File: config.mk
export PLATFORM = sky130hd
export DESIGN_NAME = tmp_ctrl
export DESIGN_NICKNAME = d
export VERILOG_FILES = /design/src/rtl/tmp_pkg.sv /design/src/rtl/tmp_req_if.sv /design/src/rtl/tmp_ctrl.sv /design/src/rtl/tmp_req_bank.sv
export SDC_FILE = /design/constraint.sdc
export NUM_CORES = 1
export LEC_CHECK = 0
export ABC_AREA = 1
export BUFFER_PORTS_ARGS = -buffer_cell sky130_fd_sc_hd__buf_2
export CAP_MARGIN = 20
export CORE_ASPECT_RATIO = 1.75
export CORE_MARGIN = 2
export CORE_UTILIZATION = 50
export DETAILED_ROUTE_END_ITERATION = 10
export HOLD_SLACK_MARGIN = 0.05
export PLACE_DENSITY_LB_ADDON = 0.3
export SLEW_MARGIN = 10
export SYNTH_ARGS = -nofsm -noshare
export SYNTH_HDL_FRONTEND = slang
export SYNTH_HIERARCHICAL = 1
export SYNTH_SLANG_ARGS = --single-unit
File: constraint.sdc
create_clock -name clk -period 2.1 [get_ports clk]
set_input_delay 0.42 -clock clk [delete_from_list [all_inputs] [get_ports clk]]
set_output_delay 0.42 -clock clk [all_outputs]
set_load 0.005 [all_outputs]
File: src/rtl/tmp_pkg.sv
// tmp_pkg: port addresses, field positions and reset values for the trigger/poll block.
// assumes a byte-wide i/o port space with 16-bit addresses.
package tmp_pkg;
	localparam logic [15:0] ADDR_CMD_MST = 16'h0020; // master command port
	localparam logic [15:0] ADDR_CMD_SLV = 16'h00A0; // slave command port
	localparam logic [15:0] ADDR_TRIG_LO = 16'h04D0; // trigger_mode_low_bank
	localparam logic [15:0] ADDR_TRIG_HI = 16'h04D1; // trigger_mode_high_bank
	localparam logic [7:0] TRIG_LO_RST = 8'h00;
	localparam logic [7:0] TRIG_HI_RST = 8'h00;
	localparam logic [7:0] TRIG_LO_MASK = 8'hF8; // irq0..2 fixed edge
	localparam logic [7:0] TRIG_HI_MASK = 8'hDE; // irq8 and irq13 fixed edge
	localparam int BIT_INIT = 4; // set: initialization_command_word
	localparam int BIT_SEL_HI = 4; // operation word select field
	localparam int BIT_SEL_LO = 3;
	localparam logic [1:0] SEL_WORD_THREE = 2'h1; // pattern 01 in bits 4:3
	localparam int BIT_MASK_SEL = 6; // special_masking_select
	localparam int BIT_MASK_EN = 5; // special_masking_enable
	localparam int BIT_POLL = 2;
	localparam int BIT_RR = 1; // register read enable
	localparam int BIT_RIS = 0; // 0 pending, 1 in-service
	localparam logic [7:0] POLL_FLAG = 8'h80; // poll answer: request present
	localparam logic [7:0] DATA_ZERO = 8'h00;
endpackage

File: src/rtl/tmp_req_if.sv
// tmp_req_if: request lines between the port logic and one request latch bank.
// assumes a single clock shared by both ends.
`timescale 1ns/100ps
interface tmp_req_if #(
	parameter int WIDTH = 8
);
	logic [WIDTH-1:0] level_mode; // 1 = level triggered
	logic [WIDTH-1:0] ack; // one-cycle clear of pending bits
	logic [WIDTH-1:0] pending; // pending_request_register
	modport ctl (output level_mode, output ack, input pending);
	modport bank (input level_mode, input ack, output pending);
endinterface

File: src/rtl/tmp_ctrl.sv
// tmp_ctrl: poll command, status read selection and trigger mode banks for
// the cascaded pair of interrupt controllers.
// assumes a host i/o port with one-cycle read and write strobes on clk.
// Overview of operation
// - poll bit makes next read an acknowledge
// - bit 1 clear keeps read selection
// - codes 10/11 select pending or in-service
// - initialization resets selection to pending register
// - selection persists across reads until rewritten
// - low bank bits 3-7 pick level, reset 00h
// - irq0, irq1, irq2 always edge
// - level line pending while pin high
// - high bank maps irq9-12,14,15, reset 00h
// - irq8 and irq13 always edge
// - operation word three needs bits 4:3 = 01
// - special masking needs enable and select set
`timescale 1ns/100ps
module tmp_ctrl #(
	parameter int LINES = 8
) (
	input wire logic clk, // system clock
	input wire logic rst, // synchronous reset, active high
	input wire logic [15:0] io_addr, // port address
	input wire logic io_wr, // one-cycle write strobe
	input wire logic io_rd, // one-cycle read strobe
	input wire logic [7:0] io_wdata, // write data
	input wire logic [15:0] irq_pin, // request pins irq15..irq0
	output logic [7:0] io_rdata, // read data, registered
	output logic io_rvalid, // read data valid pulse
	output logic special_mask_mst, // master in special masking
	output logic special_mask_slv // slave in special masking
);
	tmp_req_if #(.WIDTH(LINES)) req_mst ();
	tmp_req_if #(.WIDTH(LINES)) req_slv ();

	logic [7:0] trig_lo_ff, trig_hi_ff, nxt_trig_lo, nxt_trig_hi;
	// per controller state; index 0 is the master, index 1 the slave
	logic [1:0] rsel_ff; // 0 reads pending, 1 reads in-service
	logic [1:0] nxt_rsel;
	logic [1:0] poll_ff; // poll armed for the next command read
	logic [1:0] nxt_poll;
	logic [1:0] msel_ff; // special masking active
	logic [1:0] nxt_msel;
	// in_service_register copies; set only by a poll acknowledge
	logic [LINES-1:0] insvc_mst_ff;
	logic [LINES-1:0] insvc_slv_ff;
	logic [LINES-1:0] nxt_insvc_mst;
	logic [LINES-1:0] nxt_insvc_slv;
	logic [LINES-1:0] ack_mst, ack_slv;
	logic [7:0] rdata_ff, nxt_rdata;
	logic rvalid_ff;
	logic [7:0] poll_mst, poll_slv;
	logic [LINES-1:0] hit_mst, hit_slv;

	// fixed lines are forced to edge whatever is stored
	assign req_mst.level_mode = trig_lo_ff & tmp_pkg::TRIG_LO_MASK;
	assign req_slv.level_mode = trig_hi_ff & tmp_pkg::TRIG_HI_MASK;
	assign req_mst.ack = ack_mst;
	assign req_slv.ack = ack_slv;

	// lowest line number wins; the answer carries a flag and the line code
	function automatic logic [7:0] poll_code(input logic [LINES-1:0] p,
		output logic [LINES-1:0] hit);
		logic [7:0] code;
		code = tmp_pkg::DATA_ZERO;
		hit = '0;
		for (int i = LINES - 1; i >= 0; i--) begin
			if (p[i]) begin
				code = tmp_pkg::POLL_FLAG | 8'(i);
				hit = '0;
				hit[i] = 1'b1;
			end
		end
		return code;
	endfunction

	always_comb begin
		poll_mst = poll_code(req_mst.pending, hit_mst);
		poll_slv = poll_code(req_slv.pending, hit_slv);
	end

	// command port writes and reads; index 0 master, 1 slave
	always_comb begin
		logic [1:0] wsel;
		logic [1:0] rdsel;
		wsel = '0;
		rdsel = '0;
		nxt_trig_lo = trig_lo_ff;
		nxt_trig_hi = trig_hi_ff;
		nxt_rsel = rsel_ff;
		nxt_poll = poll_ff;
		nxt_msel = msel_ff;
		nxt_insvc_mst = insvc_mst_ff;
		nxt_insvc_slv = insvc_slv_ff;
		ack_mst = '0;
		ack_slv = '0;
		nxt_rdata = tmp_pkg::DATA_ZERO;
		wsel[0] = io_wr && io_addr == tmp_pkg::ADDR_CMD_MST;
		wsel[1] = io_wr && io_addr == tmp_pkg::ADDR_CMD_SLV;
		rdsel[0] = io_rd && io_addr == tmp_pkg::ADDR_CMD_MST;
		rdsel[1] = io_rd && io_addr == tmp_pkg::ADDR_CMD_SLV;
		// reserved bits are kept as written; only masked copies drive the logic
		if (io_wr && io_addr == tmp_pkg::ADDR_TRIG_LO) begin
			nxt_trig_lo = io_wdata;
		end
		if (io_wr && io_addr == tmp_pkg::ADDR_TRIG_HI) begin
			nxt_trig_hi = io_wdata;
		end
		for (int c = 0; c < 2; c++) begin
			if (wsel[c] && io_wdata[tmp_pkg::BIT_INIT]) begin
				nxt_rsel[c] = 1'b0;
				nxt_poll[c] = 1'b0;
				nxt_msel[c] = 1'b0;
			end else if (wsel[c] &&
				io_wdata[tmp_pkg::BIT_SEL_HI:tmp_pkg::BIT_SEL_LO] == tmp_pkg::SEL_WORD_THREE) begin
				nxt_poll[c] = io_wdata[tmp_pkg::BIT_POLL];
				if (io_wdata[tmp_pkg::BIT_RR]) begin
					nxt_rsel[c] = io_wdata[tmp_pkg::BIT_RIS];
				end // bit 1 clear leaves the selection alone
				// enable clear leaves the select bit without effect
				if (io_wdata[tmp_pkg::BIT_MASK_EN]) begin
					nxt_msel[c] = io_wdata[tmp_pkg::BIT_MASK_SEL];
				end
			end
		end
		// init clears in-service state since end-of-interrupt lives elsewhere
		if (wsel[0] && io_wdata[tmp_pkg::BIT_INIT]) begin
			nxt_insvc_mst = '0;
		end
		if (wsel[1] && io_wdata[tmp_pkg::BIT_INIT]) begin
			nxt_insvc_slv = '0;
		end
		// reads: a pending poll takes one read, then plain status reads resume
		// a poll read acknowledges: the winning line moves to in-service;
		// a level line stays pending while its pin is high, so software
		// polling a level line sees it again until the source lets go
		// plain status reads never touch the selection or the pending bits
		if (rdsel[0]) begin
			if (poll_ff[0]) begin
				nxt_rdata = poll_mst;
				nxt_poll[0] = 1'b0;
				ack_mst = hit_mst;
				nxt_insvc_mst = insvc_mst_ff | hit_mst;
			end else begin
				nxt_rdata = rsel_ff[0] ? insvc_mst_ff : req_mst.pending;
			end
		end else if (rdsel[1]) begin
			if (poll_ff[1]) begin
				nxt_rdata = poll_slv;
				nxt_poll[1] = 1'b0;
				ack_slv = hit_slv;
				nxt_insvc_slv = insvc_slv_ff | hit_slv;
			end else begin
				nxt_rdata = rsel_ff[1] ? insvc_slv_ff : req_slv.pending;
			end
		end else if (io_rd && io_addr == tmp_pkg::ADDR_TRIG_LO) begin
			nxt_rdata = trig_lo_ff & tmp_pkg::TRIG_LO_MASK;
		end else if (io_rd && io_addr == tmp_pkg::ADDR_TRIG_HI) begin
			nxt_rdata = trig_hi_ff & tmp_pkg::TRIG_HI_MASK;
		end
	end

	// register stage for all control state and the read port
	always_ff @(posedge clk) begin
		if (rst) begin
			trig_lo_ff <= tmp_pkg::TRIG_LO_RST;
			trig_hi_ff <= tmp_pkg::TRIG_HI_RST;
			rsel_ff <= '0;
			poll_ff <= '0;
			msel_ff <= '0;
			insvc_mst_ff <= '0;
			insvc_slv_ff <= '0;
			rdata_ff <= tmp_pkg::DATA_ZERO;
			rvalid_ff <= 1'b0;
		end else begin
			trig_lo_ff <= nxt_trig_lo;
			trig_hi_ff <= nxt_trig_hi;
			rsel_ff <= nxt_rsel;
			poll_ff <= nxt_poll;
			msel_ff <= nxt_msel;
			insvc_mst_ff <= nxt_insvc_mst;
			insvc_slv_ff <= nxt_insvc_slv;
			rdata_ff <= nxt_rdata;
			rvalid_ff <= io_rd;
		end
	end

	assign io_rdata = rdata_ff;
	assign io_rvalid = rvalid_ff;
	// outputs come straight from flip-flops
	assign special_mask_mst = msel_ff[0];
	assign special_mask_slv = msel_ff[1];

	// one latch bank per controller; irq7..0 to the master, irq15..8 to the slave
	// the two banks are independent: no cascade line is modelled here,
	// so a slave request is not reflected on the master's line 2
	tmp_req_bank #(.WIDTH(LINES)) u_bank_mst (
		.clk(clk),
		.rst(rst),
		.irq_pin(irq_pin[7:0]),
		.req(req_mst.bank)
	);

	tmp_req_bank #(.WIDTH(LINES)) u_bank_slv (
		.clk(clk),
		.rst(rst),
		.irq_pin(irq_pin[15:8]),
		.req(req_slv.bank)
	);
endmodule // tmp_ctrl

File: src/rtl/tmp_req_bank.sv
// tmp_req_bank: synchronises request pins and keeps the pending_request_register.
// assumes pins are asynchronous to clk; level_mode and ack come from clk logic.
`timescale 1ns/100ps
module tmp_req_bank #(
	parameter int WIDTH = 8
) (
	input wire logic clk, // system clock
	input wire logic rst, // synchronous reset, active high
	input wire logic [WIDTH-1:0] irq_pin, // raw request pins
	tmp_req_if.bank req // mode in, pending out
);
	logic [WIDTH-1:0] s1_ff, s2_ff, s3_ff, stable_ff, pend_ff;
	logic [WIDTH-1:0] nxt_stable, nxt_pend;
	logic [WIDTH-1:0] rise;

	// a change counts only once the second and third stages agree
	always_comb begin
		rise = '0;
		nxt_stable = stable_ff;
		nxt_pend = pend_ff;
		for (int i = 0; i < WIDTH; i++) begin
			if (s2_ff[i] == s3_ff[i]) begin
				nxt_stable[i] = s3_ff[i];
				rise[i] = s3_ff[i] & ~stable_ff[i];
			end
			if (req.level_mode[i]) begin
				nxt_pend[i] = nxt_stable[i];
			end else if (rise[i]) begin
				nxt_pend[i] = 1'b1;
			end else if (req.ack[i]) begin
				nxt_pend[i] = 1'b0; // set beats a same-cycle ack
			end
		end
	end

	// register stage; s1 feeds only s2
	always_ff @(posedge clk) begin
		if (rst) begin
			s1_ff <= '0;
			s2_ff <= '0;
			s3_ff <= '0;
			stable_ff <= '0;
			pend_ff <= '0;
		end else begin
			s1_ff <= irq_pin;
			s2_ff <= s1_ff;
			s3_ff <= s2_ff;
			stable_ff <= nxt_stable;
			pend_ff <= nxt_pend;
		end
	end

	assign req.pending = pend_ff;
endmodule // tmp_req_bank

# After elaboration in Yosys (flattened, before gate mapping)
# Cells that the tools add are included.
[word_totals]
in_bits = 44
out_inout_bits = 11
wordCells = 260
regBits = 127
[classes]
n_bitwise = 34
mux = 131
reduce_logical = 34
eq_ne = 21
[ops]
columns = ["op", "count"]
rows = [
  ["$mux W8", 52],
  ["$mux W1", 79],
  ["$reduce_bool A3 Y1", 11],
  ["$eq A16 B11 Y1 const B", 2],
  ["$and A1 B1 Y1", 16],
  ["$eq A1 B1 Y1", 16],
  ["$eq A16 B6 Y1 const B", 1],
  ["$eq A16 B8 Y1 const B", 1],
  ["$not A1 Y1", 16],
  ["$or A8 B8 Y8", 2],
  ["$logic_and A1 B1 Y1", 12],
  ["$reduce_bool A2 Y1", 5],
  ["$reduce_and A2 Y1", 4],
  ["$reduce_or A2 Y1", 2],
  ["$eq A2 B1 Y1 const B", 1],
]

# Logic depth before layout (Yosys ltp)
# Gate-level depths: netlist (run 1).
[depth]
ltp_word = 14
ltp_mapped = 14
ltp_nobuf = 14

# Modules after synthesis
# The synthesis (run 1) kept the hierarchy.
[by_module_without_submodules]
columns = ["mod", "cells_per_inst", "area_per_inst_um2", "n_inst", "seq_area_each_um2"]
rows = [
  ["tmp_req_bank", 197, 1495.2, 2, 800.8],
  ["tmp_ctrl", 390, 2484.9, 1, 840.8],
]

# Worst setup path before layout (run 1)
# OpenSTA, ideal clock, no wires.
[synth_path]
path_type = "input port to flip-flop"
startpoint = "input io_addr[13]"
endpoint = "register u_bank_mst.pend_ff[3], in the netlist u_bank_mst/req.pending[3]"
required_ns = 1.987
arrival_time_ns = 1.615
setup_slack_ns = 0.372
setup_time_ns = 0.113
n_path_buf = 0
stages = 12
cell_sequence = "nor2_1 -> nand3_1 -> nor2_4 -> nand4_2 -> nor2_4 -> inv_4 -> nor4_2 -> inv_1 -> nand2_1 -> nand2_1 -> o21ai_2 -> nor2_1"
[synth_between]
elab_chain_len = 4
[synth_lines]
columns = ["item", "line_no", "source"]
rows = [
  ["start: declaration", "tmp_ctrl.sv:23", "input wire logic [15:0] io_addr,"],
  ["$eq A16 B6 Y1", "tmp_ctrl.sv:100", "rdsel[0] = io_rd && io_addr == tmp_pkg::ADDR_CMD_MST;"],
  ["$logic_and A1 B1 Y1", "tmp_ctrl.sv:100", ""],
  ["$mux W8", "tmp_ctrl.sv:138", "if (rdsel[0]) begin"],
  ["net ack_mst[3]", "tmp_ctrl.sv:49", "logic [LINES-1:0] ack_mst, ack_slv;"],
  ["$reduce_bool A3 Y1 (no line)", "-", ""],
  ["end signal: assignment", "tmp_req_bank.sv:49", "pend_ff <= nxt_pend;"],
  ["end: declaration", "tmp_req_bank.sv:12", "logic [WIDTH-1:0] s1_ff, s2_ff, s3_ff, stable_ff, pend_ff;"],
]
# The timed path passes the listed nets, and every way through them passes these cells.
# A chain may end at the register's enable or synchronous reset.

# Worst setup path after layout (run 1)
[layout_path]
startpoint = "register u_bank_slv.pend_ff[0], in the netlist u_bank_slv/req.pending[0]"
endpoint = "register u_bank_slv.pend_ff[7], in the netlist u_bank_slv/req.pending[7]"
[layout_between]
elab_chain_len = 5
[layout_lines]
columns = ["item", "line_no", "source"]
rows = [
  ["start: declaration", "tmp_req_bank.sv:12", ""],
  ["start signal: assignment", "tmp_req_bank.sv:49", ""],
  ["$mux W8", "tmp_ctrl.sv:68", "if (p[i]) begin"],
  ["$mux W8", "tmp_ctrl.sv:148", "if (poll_ff[1]) begin"],
  ["$mux W8", "tmp_ctrl.sv:147", "end else if (rdsel[1]) begin"],
  ["$mux W8", "tmp_ctrl.sv:138", ""],
  ["net ack_slv[7]", "tmp_ctrl.sv:49", ""],
  ["$reduce_bool A3 Y1 (no line)", "-", ""],
]
# The timed path passes the listed nets, and every way through them passes these cells.

==> reports/qor.csv, run 1 <==
metric;value;unit
status;complete, no violations;
die-width;83.11;µm
fin_ws;315.3;ps
synth_cells;784;
cp-end-kind;register;
fin_nets;899;
postRouteAntennaNets;0;
hold_viol_final;0;
cts_tree;yes;
slew_violations;0;
fin_util;61.31;%
synthDistinctLibCells;41;
overflow;0;
crit_fanout;5;
wirelength;12150;µm
dp.cells;966;
fin_skew;6.438;ps
synthArstFlopShare;0;%
dr.pass1.iters;5;
synth_area;5475;µm²
htree_num_levels;4;
core;10700;µm²
postCtsHoldBufs;0;
clock_tree.root_cell;clkbuf_16;
ys_warn_count;6;
diodes;0;
synth-edff-count;0;
min_from;irq_pin[6];
arrival;2090;ps
finalNonFillerCells;998;
vias;4821;
holdPathStages;3;
rrSetupSlack;320;ps
boundaryPins;55;
first_iter_violations;255;
cts_inserted_buffers;17;
switching_share;20.80;%
pre_cts_ws;71.87;ps
power.share.sequential;40.1;%
post_cts_resize_count;0;
port_buffers;54;
worstHoldPathType;in2reg;
grt_first_pass_wirelength;20090;µm
via_per_inst;4.831;
avgSynthCellArea;6.984;µm²
postCtsSetupRepairBufs;0;
ys.flop_type;dfxtp_1;
areaGrowthSynthToFinish;19.79;%
clock.fmax;0.5603;GHz
crit_type;reg2reg;
core.rowCount;50;
synth_seq_area_share;44.61;%
wl_per_cell;12.18;µm
crit-reg2reg-launch;u_bank_slv/req.pending[0];
power.density;907.1;nW/µm²
tns;0;ps
clk_pin_slew;60;ps
n_fill_cell;1032;
synth_seq_cells;122;
clk_latency;410;ps
maxCapViolations;0;
finalSetupViolCount;0;
antenna_found_initial;0;
peakVddDrop;0.7943;mV
rsz0062_at_grt;no;
drcViolationCount;0;
intPower;4.712;mW
drive_gt1_share;16.24;%
p_comb_share;4.0;%
grt_start_max_net_pins;60;
whs_endpoint;u_bank_mst/s1_ff[6];
dp_hpwl;8978;µm
p_leak;3.002;nW
clk_path_buf_depth;2;
track_usage;21.33;%
r2r_cells;10;
numClockSinks;122;
placedInstanceArea;5877;µm²
critical_path_required;2410;ps
switchingPower;1.237;mW
die_area;11840;µm²
die_h;142.4;µm
fin_crit_sh;84.99;%
design_power_total;5.949;mW
r2r_end;u_bank_slv/req.pending[7];
globalplace.congestion;0.9154;
grt_pass1_vias;4594;
final_area;6559;µm²
clockPowerShare;55.9;%
worst_setup_path_start_kind;register;
period_minus_slack;1785;ps
initial_utilization;51.18;%
holdWs;209.1;ps
==> cells in the mapped netlist (2+ instances only) <==
cell type	instances	area [µm²]
buf_6	3	33.78
o21ai_1	2	10.01
dfxtp_1	122	2442
a21oi_1	48	240.2
nand2_2	5	31.28
and2_4	4	35.03
nand4_1	6	37.54
nor2_1	174	653.1
nor2_2	2	12.51
buf_12	2	40.04
inv_1	158	593.1
nand2_1	120	450.4
nor2_4	5	56.30
buf_2	4	20.02
inv_6	2	17.52
o21ai_0	40	200.2
nor3_1	5	25.02
nand3_1	27	135.1
a211oi_1	3	22.52
inv_2	2	7.510
o21ai_2	14	122.6
clkbuf_1	6	22.52
nor3_2	3	30.03
and2_1	10	62.56
==> power groups by stage <==
| stage | clock, mW | combinational [mW] | sequential [mW] |
|---|---|---|---|
| after CTS | 3.37 | 0.238 | 2.38 |
| after global routing | 3.48 | 0.271 | 2.39 |
| after detailed placement | 0 | 0.235 | 2.43 |
| after global placement | 0 | 0.233 | 2.43 |
| final | 3.33 | 0.238 | 2.39 |
| after floorplan | 0 | 0.162 | 2.43 |
==> critical path, stage by stage (launching register included) <==
cell and delay, ps:
dfxtp_1 360, nor2_1 210, nand2_1 150, nor2_1 280, nand4_1 280, inv_1 110
inv_1 40, nand2_1 50, nand2_1 60, o21ai_2 100, nor2_1 40
==> placed cells by master, fill, tap and decap left out, types with 3 or more instances in the layout <==
cell type	instances
buf_2	54
clkbuf_16	17
nor2_1	174
buf_4	10
and2_1	10
o21ai_2	14
inv_6	4
inv_1	158
a211oi_1	3
clkinvlp_4	3
dfxtp_1	122
nand4_1	6
nand2_2	5
nor3_1	5
and2_4	4
a21oi_1	48
nor3_2	3
o21ai_0	40
nand2_1	120
bufinv_16	6
nand3_1	27
nor2_4	5
conb_1	5
==> final cells by class <==
type                       count  area [µm²]  area share (%)
tap                          130       162.7           2.480
inverter                     163       624.3           9.519
clock buffer                  18       439.2           6.696
timing repair buffer          65       365.4           5.570
sequential                   122        2442           37.24
multi-input combinational    486        2282           34.80
clock inverter                14       242.7           3.701
==> worst max-delay path by stage <==
stage / cells after the start / endpoint / startpoint / slack, ps
after floorplan: 12 / u_bank_mst/req.pending[3] / io_addr[13] / 370
after global placement: 12 / u_bank_mst/req.pending[4] / io_addr[10] / 100
after detailed placement: 12 / u_bank_mst/req.pending[4] / io_addr[13] / 70
after CTS: 12 / u_bank_mst/req.pending[6] / u_bank_mst/req.pending[0] / 320
after global routing: 12 / u_bank_mst/req.pending[7] / u_bank_mst/req.pending[0] / 60
final: 10 / u_bank_slv/req.pending[7] / u_bank_slv/req.pending[0] / 320
==> per-layer routing <==
metal	global-route usage [%]	part of all wire, %
met2	41.00	54
met1	20.26	37
met4	12.42	4.6
met3	4.988	3.5
met5	0	0
==> sequential cells by signal, indices dropped and copies added, names as in the netlist <==
register / cells
insvc_mst_ff: 8
insvc_slv_ff: 8
io_rdata: 8
io_rvalid: 1
msel_ff: 2
poll_ff: 2
rsel_ff: 2
trig_hi_ff: 6
trig_lo_ff: 5
u_bank_mst/req.pending: 8
u_bank_mst/s1_ff: 8
u_bank_mst/s2_ff: 8
u_bank_mst/s3_ff: 8
u_bank_mst/stable_ff: 8
u_bank_slv/req.pending: 8
u_bank_slv/s1_ff: 8
u_bank_slv/s2_ff: 8
u_bank_slv/s3_ff: 8
u_bank_slv/stable_ff: 8
==> cells by family after synthesis <==
| family | after synthesis | share of synthesized area [%] |
|---|---|---|
| AOI/OAI and AO/OA | 113 | 11.91 |
| buffers and inverters | 180 | 13.99 |
| DFF | 122 | 44.61 |
| other | 1 | 0.06849 |
| and+or+nand+nor | 368 | 29.43 |
(Power assumes the default switching activity.)
==> inputs of run 2 (changes only) <==
==> constraint.sdc (replaced) <==
create_clock -name clk -period 1.8 [get_ports clk]
set_input_delay 0.36 -clock clk [delete_from_list [all_inputs] [get_ports clk]]
set_output_delay 0.36 -clock clk [all_outputs]
set_load 0.005 [all_outputs]
==> run 2 against run 1 <==
Final cell count rose by 2.5%. Non-clock buffer count rose by 25. Highest routed layer unchanged. Power rose by 3.6%. Via count rose by 1.5%.
==> reports/qor.csv, run 2 (synthesis results as in run 1) <==
metric;value;unit
intPower;4.647;mW
hold_viol_final;0;
core.rowCount;50;
postCtsHoldBufs;0;
power.density;930.4;nW/µm²
die-width;83.11;µm
design_power_total;6.161;mW
grt_pass1_vias;4536;
final_cell_mix;nor2_1 (174), inv_1 (158), dfxtp_1 (122), nand2_1 (120), buf_2 (54);
status;complete, no violations;
p_leak;3.072;nW
fin_skew;6.724;ps
postCtsSetupRepairBufs;0;
maxCapViolations;0;
clock_tree.root_cell;clkbuf_16;
die_area;11840;µm²
port_buffers;54;
cp-end-kind;register;
critical_path_required;2110;ps
grt_first_pass_wirelength;19690;µm
slew_violations;0;
fin_crit_sh;88.33;%
rsz0062_at_grt;no;
period_minus_slack;1590;ps
clock.fmax;0.6290;GHz
grt_start_max_net_pins;60;
post_cts_resize_count;0;
drcViolationCount;0;
core;10700;µm²
boundaryPins;55;
worst_setup_path_start_kind;register;
mostFrequentLayoutCell;nor2_1;
track_usage;21.09;%
htree_num_levels;4;
areaGrowthSynthToFinish;20.93;%
antenna_found_initial;0;
numClockSinks;122;
finalSetupViolCount;0;
crit_fanout;4;
clk_latency;420;ps
switching_share;24.58;%
n_fill_cell;971;
wirelength;11940;µm
wl_per_cell;11.67;µm
arrival;1900;ps
cts_inserted_buffers;17;
first_iter_violations;260;
via_per_inst;4.784;
clk_pin_slew;60;ps
clockPowerShare;50.1;%
power.share.sequential;45.1;%
clk_path_buf_depth;2;
die_h;142.4;µm
peakVddDrop;0.6911;mV
worstHoldPathType;in2reg;
postRouteAntennaNets;0;
diodes;0;
crit_type;reg2reg;
switchingPower;1.514;mW
initial_utilization;51.18;%
vias;4894;
dr.pass1.iters;5;
cts_tree;yes;
holdWs;140.0;ps
drive_gt1_share;18.59;%
overflow;0;
globalplace.congestion;0.9193;
fin_nets;924;
p_comb_share;4.7;%
dp_hpwl;8845;µm
[run 2: cell count changes in the layout (fill, tap and decap cells not counted), sizes merged]
cell	previous run	this run
clkbuf	18	17
clkinv	3	7
bufinv	6	0
inv	165	168
buf	65	90
[run 2: per-stage QoR]
step | instance area [µm²] | utilization, % | setup TNS, ps | std cells | setup WS [ps]
global placement | 6077 | 56.81 | -341.9 | 991 | -75.17
floorplan | 5490 | - | 0 | 788 | 132.5
detailed placement | 6077 | 56.81 | -794.8 | 991 | -94.24
global route | 6621 | 61.89 | 0 | 1023 | 37.28
finish | 6621 | 61.89 | 0 | 1023 | 210.1
CTS | 6621 | 61.89 | 0 | 1023 | 221.7
[run 2: cell type report]
| cell class | instances | area [µm²] | share of cell area, % |
|---|---|---|---|
| flip-flops and latches | 122 | 2442 | 36.89 |
| multi-input cells | 486 | 2282 | 34.47 |
| inverters | 163 | 624.3 | 9.429 |
| repair buffers | 90 | 565.5 | 8.541 |
| clock buffers | 17 | 425.4 | 6.425 |
| well taps | 130 | 162.7 | 2.457 |
| clock inverters | 15 | 118.9 | 1.795 |
[run 2: final timing paths]
check                             from  cells after the start                         to  slack [ps]
min                         irq_pin[6]                      3        u_bank_mst/s1_ff[6]         140
max          u_bank_slv/req.pending[1]                     10  u_bank_slv/req.pending[4]         210
max reg2reg  u_bank_slv/req.pending[1]                     10  u_bank_slv/req.pending[4]         210
min reg2reg        u_bank_slv/s1_ff[5]                      2        u_bank_slv/s2_ff[5]         400
[run 2: power groups by stage]
stage / Sequential (mW) / Clock [mW] / Combinational [mW]
finish: 2.78 / 3.09 / 0.292
global route: 2.79 / 3.29 / 0.327
CTS: 2.78 / 3.16 / 0.293
detailed placement: 2.84 / 0 / 0.291
global placement: 2.84 / 0 / 0.287
floorplan: 2.83 / 0 / 0.189
[run 2: routing by layer]
| metal | share of wire [%] | global-route usage, % | routed length [µm] |
|---|---|---|---|
| met5 | 0 | 0 | 0 |
| met4 | 4.5 | 13.20 | 532 |
| met3 | 3.9 | 5.742 | 468 |
| met2 | 53 | 39.01 | 6374 |
| met1 | 38 | 20.45 | 4565 |
[run 2: worst max-delay path, cell delays in order (launching register included)]
cell	delay, ps
dfxtp_1	330
nor2_1	210
nand2_1	120
nor2_1	230
nand2_1	80
nor2_1	170
inv_1	60
nand2_1	60
nand2_1	60
o21ai_2	120
nor2_1	50
==> inputs of run 3 (changes only) <==
--- a/config.mk
+++ b/config.mk
@@ -6,7 +6,7 @@
 export NUM_CORES = 1
 export LEC_CHECK = 0
 export ABC_AREA = 1
-export BUFFER_PORTS_ARGS = -buffer_cell sky130_fd_sc_hd__buf_2
+export BUFFER_PORTS_ARGS = -buffer_cell sky130_fd_sc_hd__buf_4
 export CAP_MARGIN = 20
 export CORE_ASPECT_RATIO = 1.75
 export CORE_MARGIN = 2
==> run 3 against run 2 <==
First-iteration DRC count down 13%. Non-clock buffer count shrank 7. Sequential share of layout area is 0.61 points lower. Critical path type unchanged. Worst setup slack lost 29 ps. Power is 3.1% higher. Cell area increased by 1.7%. Largest power group unchanged.
==> reports/qor.csv, run 3 (synthesis results as in run 1) <==
metric;value;unit
final_cell_mix;nor2_1 (174), inv_1 (158), dfxtp_1 (122), nand2_1 (119), buf_4 (82);
die-width;83.11;µm
crit_fanout;4;
critical_path_required;2110;ps
overflow;0;
grt_pass1_vias;4615;
hold_viol_final;0;
placedInstanceArea;6147;µm²
clock_tree.root_cell;clkbuf_16;
clk_path_buf_depth;2;
mostFrequentLayoutCell;nor2_1;
clk_latency;410;ps
slew_violations;0;
period_minus_slack;1619;ps
power.density;943.7;nW/µm²
p_leak;3.081;nW
drcViolationCount;0;
antenna_found_initial;0;
clock.fmax;0.6177;GHz
arrival;1930;ps
core.rowCount;50;
rsz0062_at_grt;no;
drive_gt1_share;18.06;%
diodes;0;
areaGrowthSynthToFinish;22.97;%
dr.pass1.iters;4;
maxCapViolations;0;
fin_nets;917;
fin_skew;9.318;ps
cp_cell_sequence;nor2_1, nand2_1, nor2_1, nand2_1, nor2_1, inv_1, nand2_1, nand2_1, o21ai_2, nor2_1;
die_h;142.4;µm
boundaryPins;55;
postCtsSetupRepairBufs;0;
grt_first_pass_wirelength;19580;µm
numClockSinks;122;
via_per_inst;4.719;
worstHoldPathType;in2reg;
critPathMaxStageDelay;320;ps
dp_hpwl;8848;µm
finalSetupViolCount;0;
port_buffers;54;
pre_cts_ws;-85.55;ps
n_fill_cell;978;
first_iter_violations;226;
fin_crit_sh;89.94;%
grt_start_max_net_pins;60;
core;10700;µm²
htree_num_levels;4;
clk_pin_slew;60;ps
initial_utilization;51.18;%
vias;4794;
final_area;6733;µm²
cts_inserted_buffers;17;
wirelength;11730;µm
wl_per_cell;11.54;µm
cp_slowest_cell;dfxtp_1;
die_area;11840;µm²
peakVddDrop;0.7898;mV
crit_type;reg2reg;
cts_tree;yes;
cp-end-kind;register;
tns;0;ps
globalplace.congestion;0.9476;
postRouteAntennaNets;0;
fin_ws;181.0;ps
worst_setup_path_start_kind;register;
track_usage;20.91;%
status;complete, no violations;
run 3: final cells by class:
type	count	area, µm²	share of cell area [%]
clock inverters	14	148.9	2.211
multi-input cells	486	2290	34.01
repair buffers	83	635.6	9.441
clock buffers	18	429.2	6.374
well taps	130	162.7	2.416
flip-flops and latches	122	2442	36.28
inverters	163	624.3	9.273
run 3: power breakdown:
group	internal [mW]	switching, mW
logic	0.134	0.175
registers	2.75	0.0272
clock network	2.04	1.23
total	4.92	1.43
run 3: worst paths after layout:
path	cells after the start	from	end	slack, ps
worst max-delay path	10	u_bank_slv/req.pending[1]	u_bank_slv/req.pending[4]	180
worst min-delay path	3	irq_pin[6]	u_bank_mst/s1_ff[6]	150
worst max register to register	10	u_bank_slv/req.pending[1]	u_bank_slv/req.pending[4]	180
worst min register to register	2	u_bank_slv/s1_ff[7]	u_bank_slv/s2_ff[7]	400
run 3: timing repair:
| item | in CTS | in global routing |
|---|---|---|
| gates resized for setup | 0 | 2 |
| endpoints found under the hold margin | 0 | 0 |
| hold buffers | 0 | 0 |
| endpoints found under the setup margin | 0 | 1 |
run 3: per-stage QoR:
stage	total power, mW	hold slack [ps]	cells	util [%]
after floorplan	3.023	388.3	788	-
after global placement	3.142	388.8	984	57.46
after detailed placement	3.148	393.7	984	57.46
after CTS	6.422	129.4	1016	62.87
after global routing	6.591	136.9	1016	62.94
final	6.353	146.4	1016	62.94
run 3: critical path, delay by kind of cell (launching register included):
kind                   cells  cell delay (ps)
AND/OR/NAND/NOR            8             1020
flip-flops                 1              320
buffers and inverters      1               60
AO/OA/AOI/OAI              1              100
run 3: routing by layer:
layer  track usage [%]  vias to the layer above  routed length (µm)
met1             20.18                     2130                4456
li1                  -                     2542                   -
met3             4.698                       34                 359
met2             39.43                       88                6451
met4             13.29                        0                 462
met5                 0                        -                   0
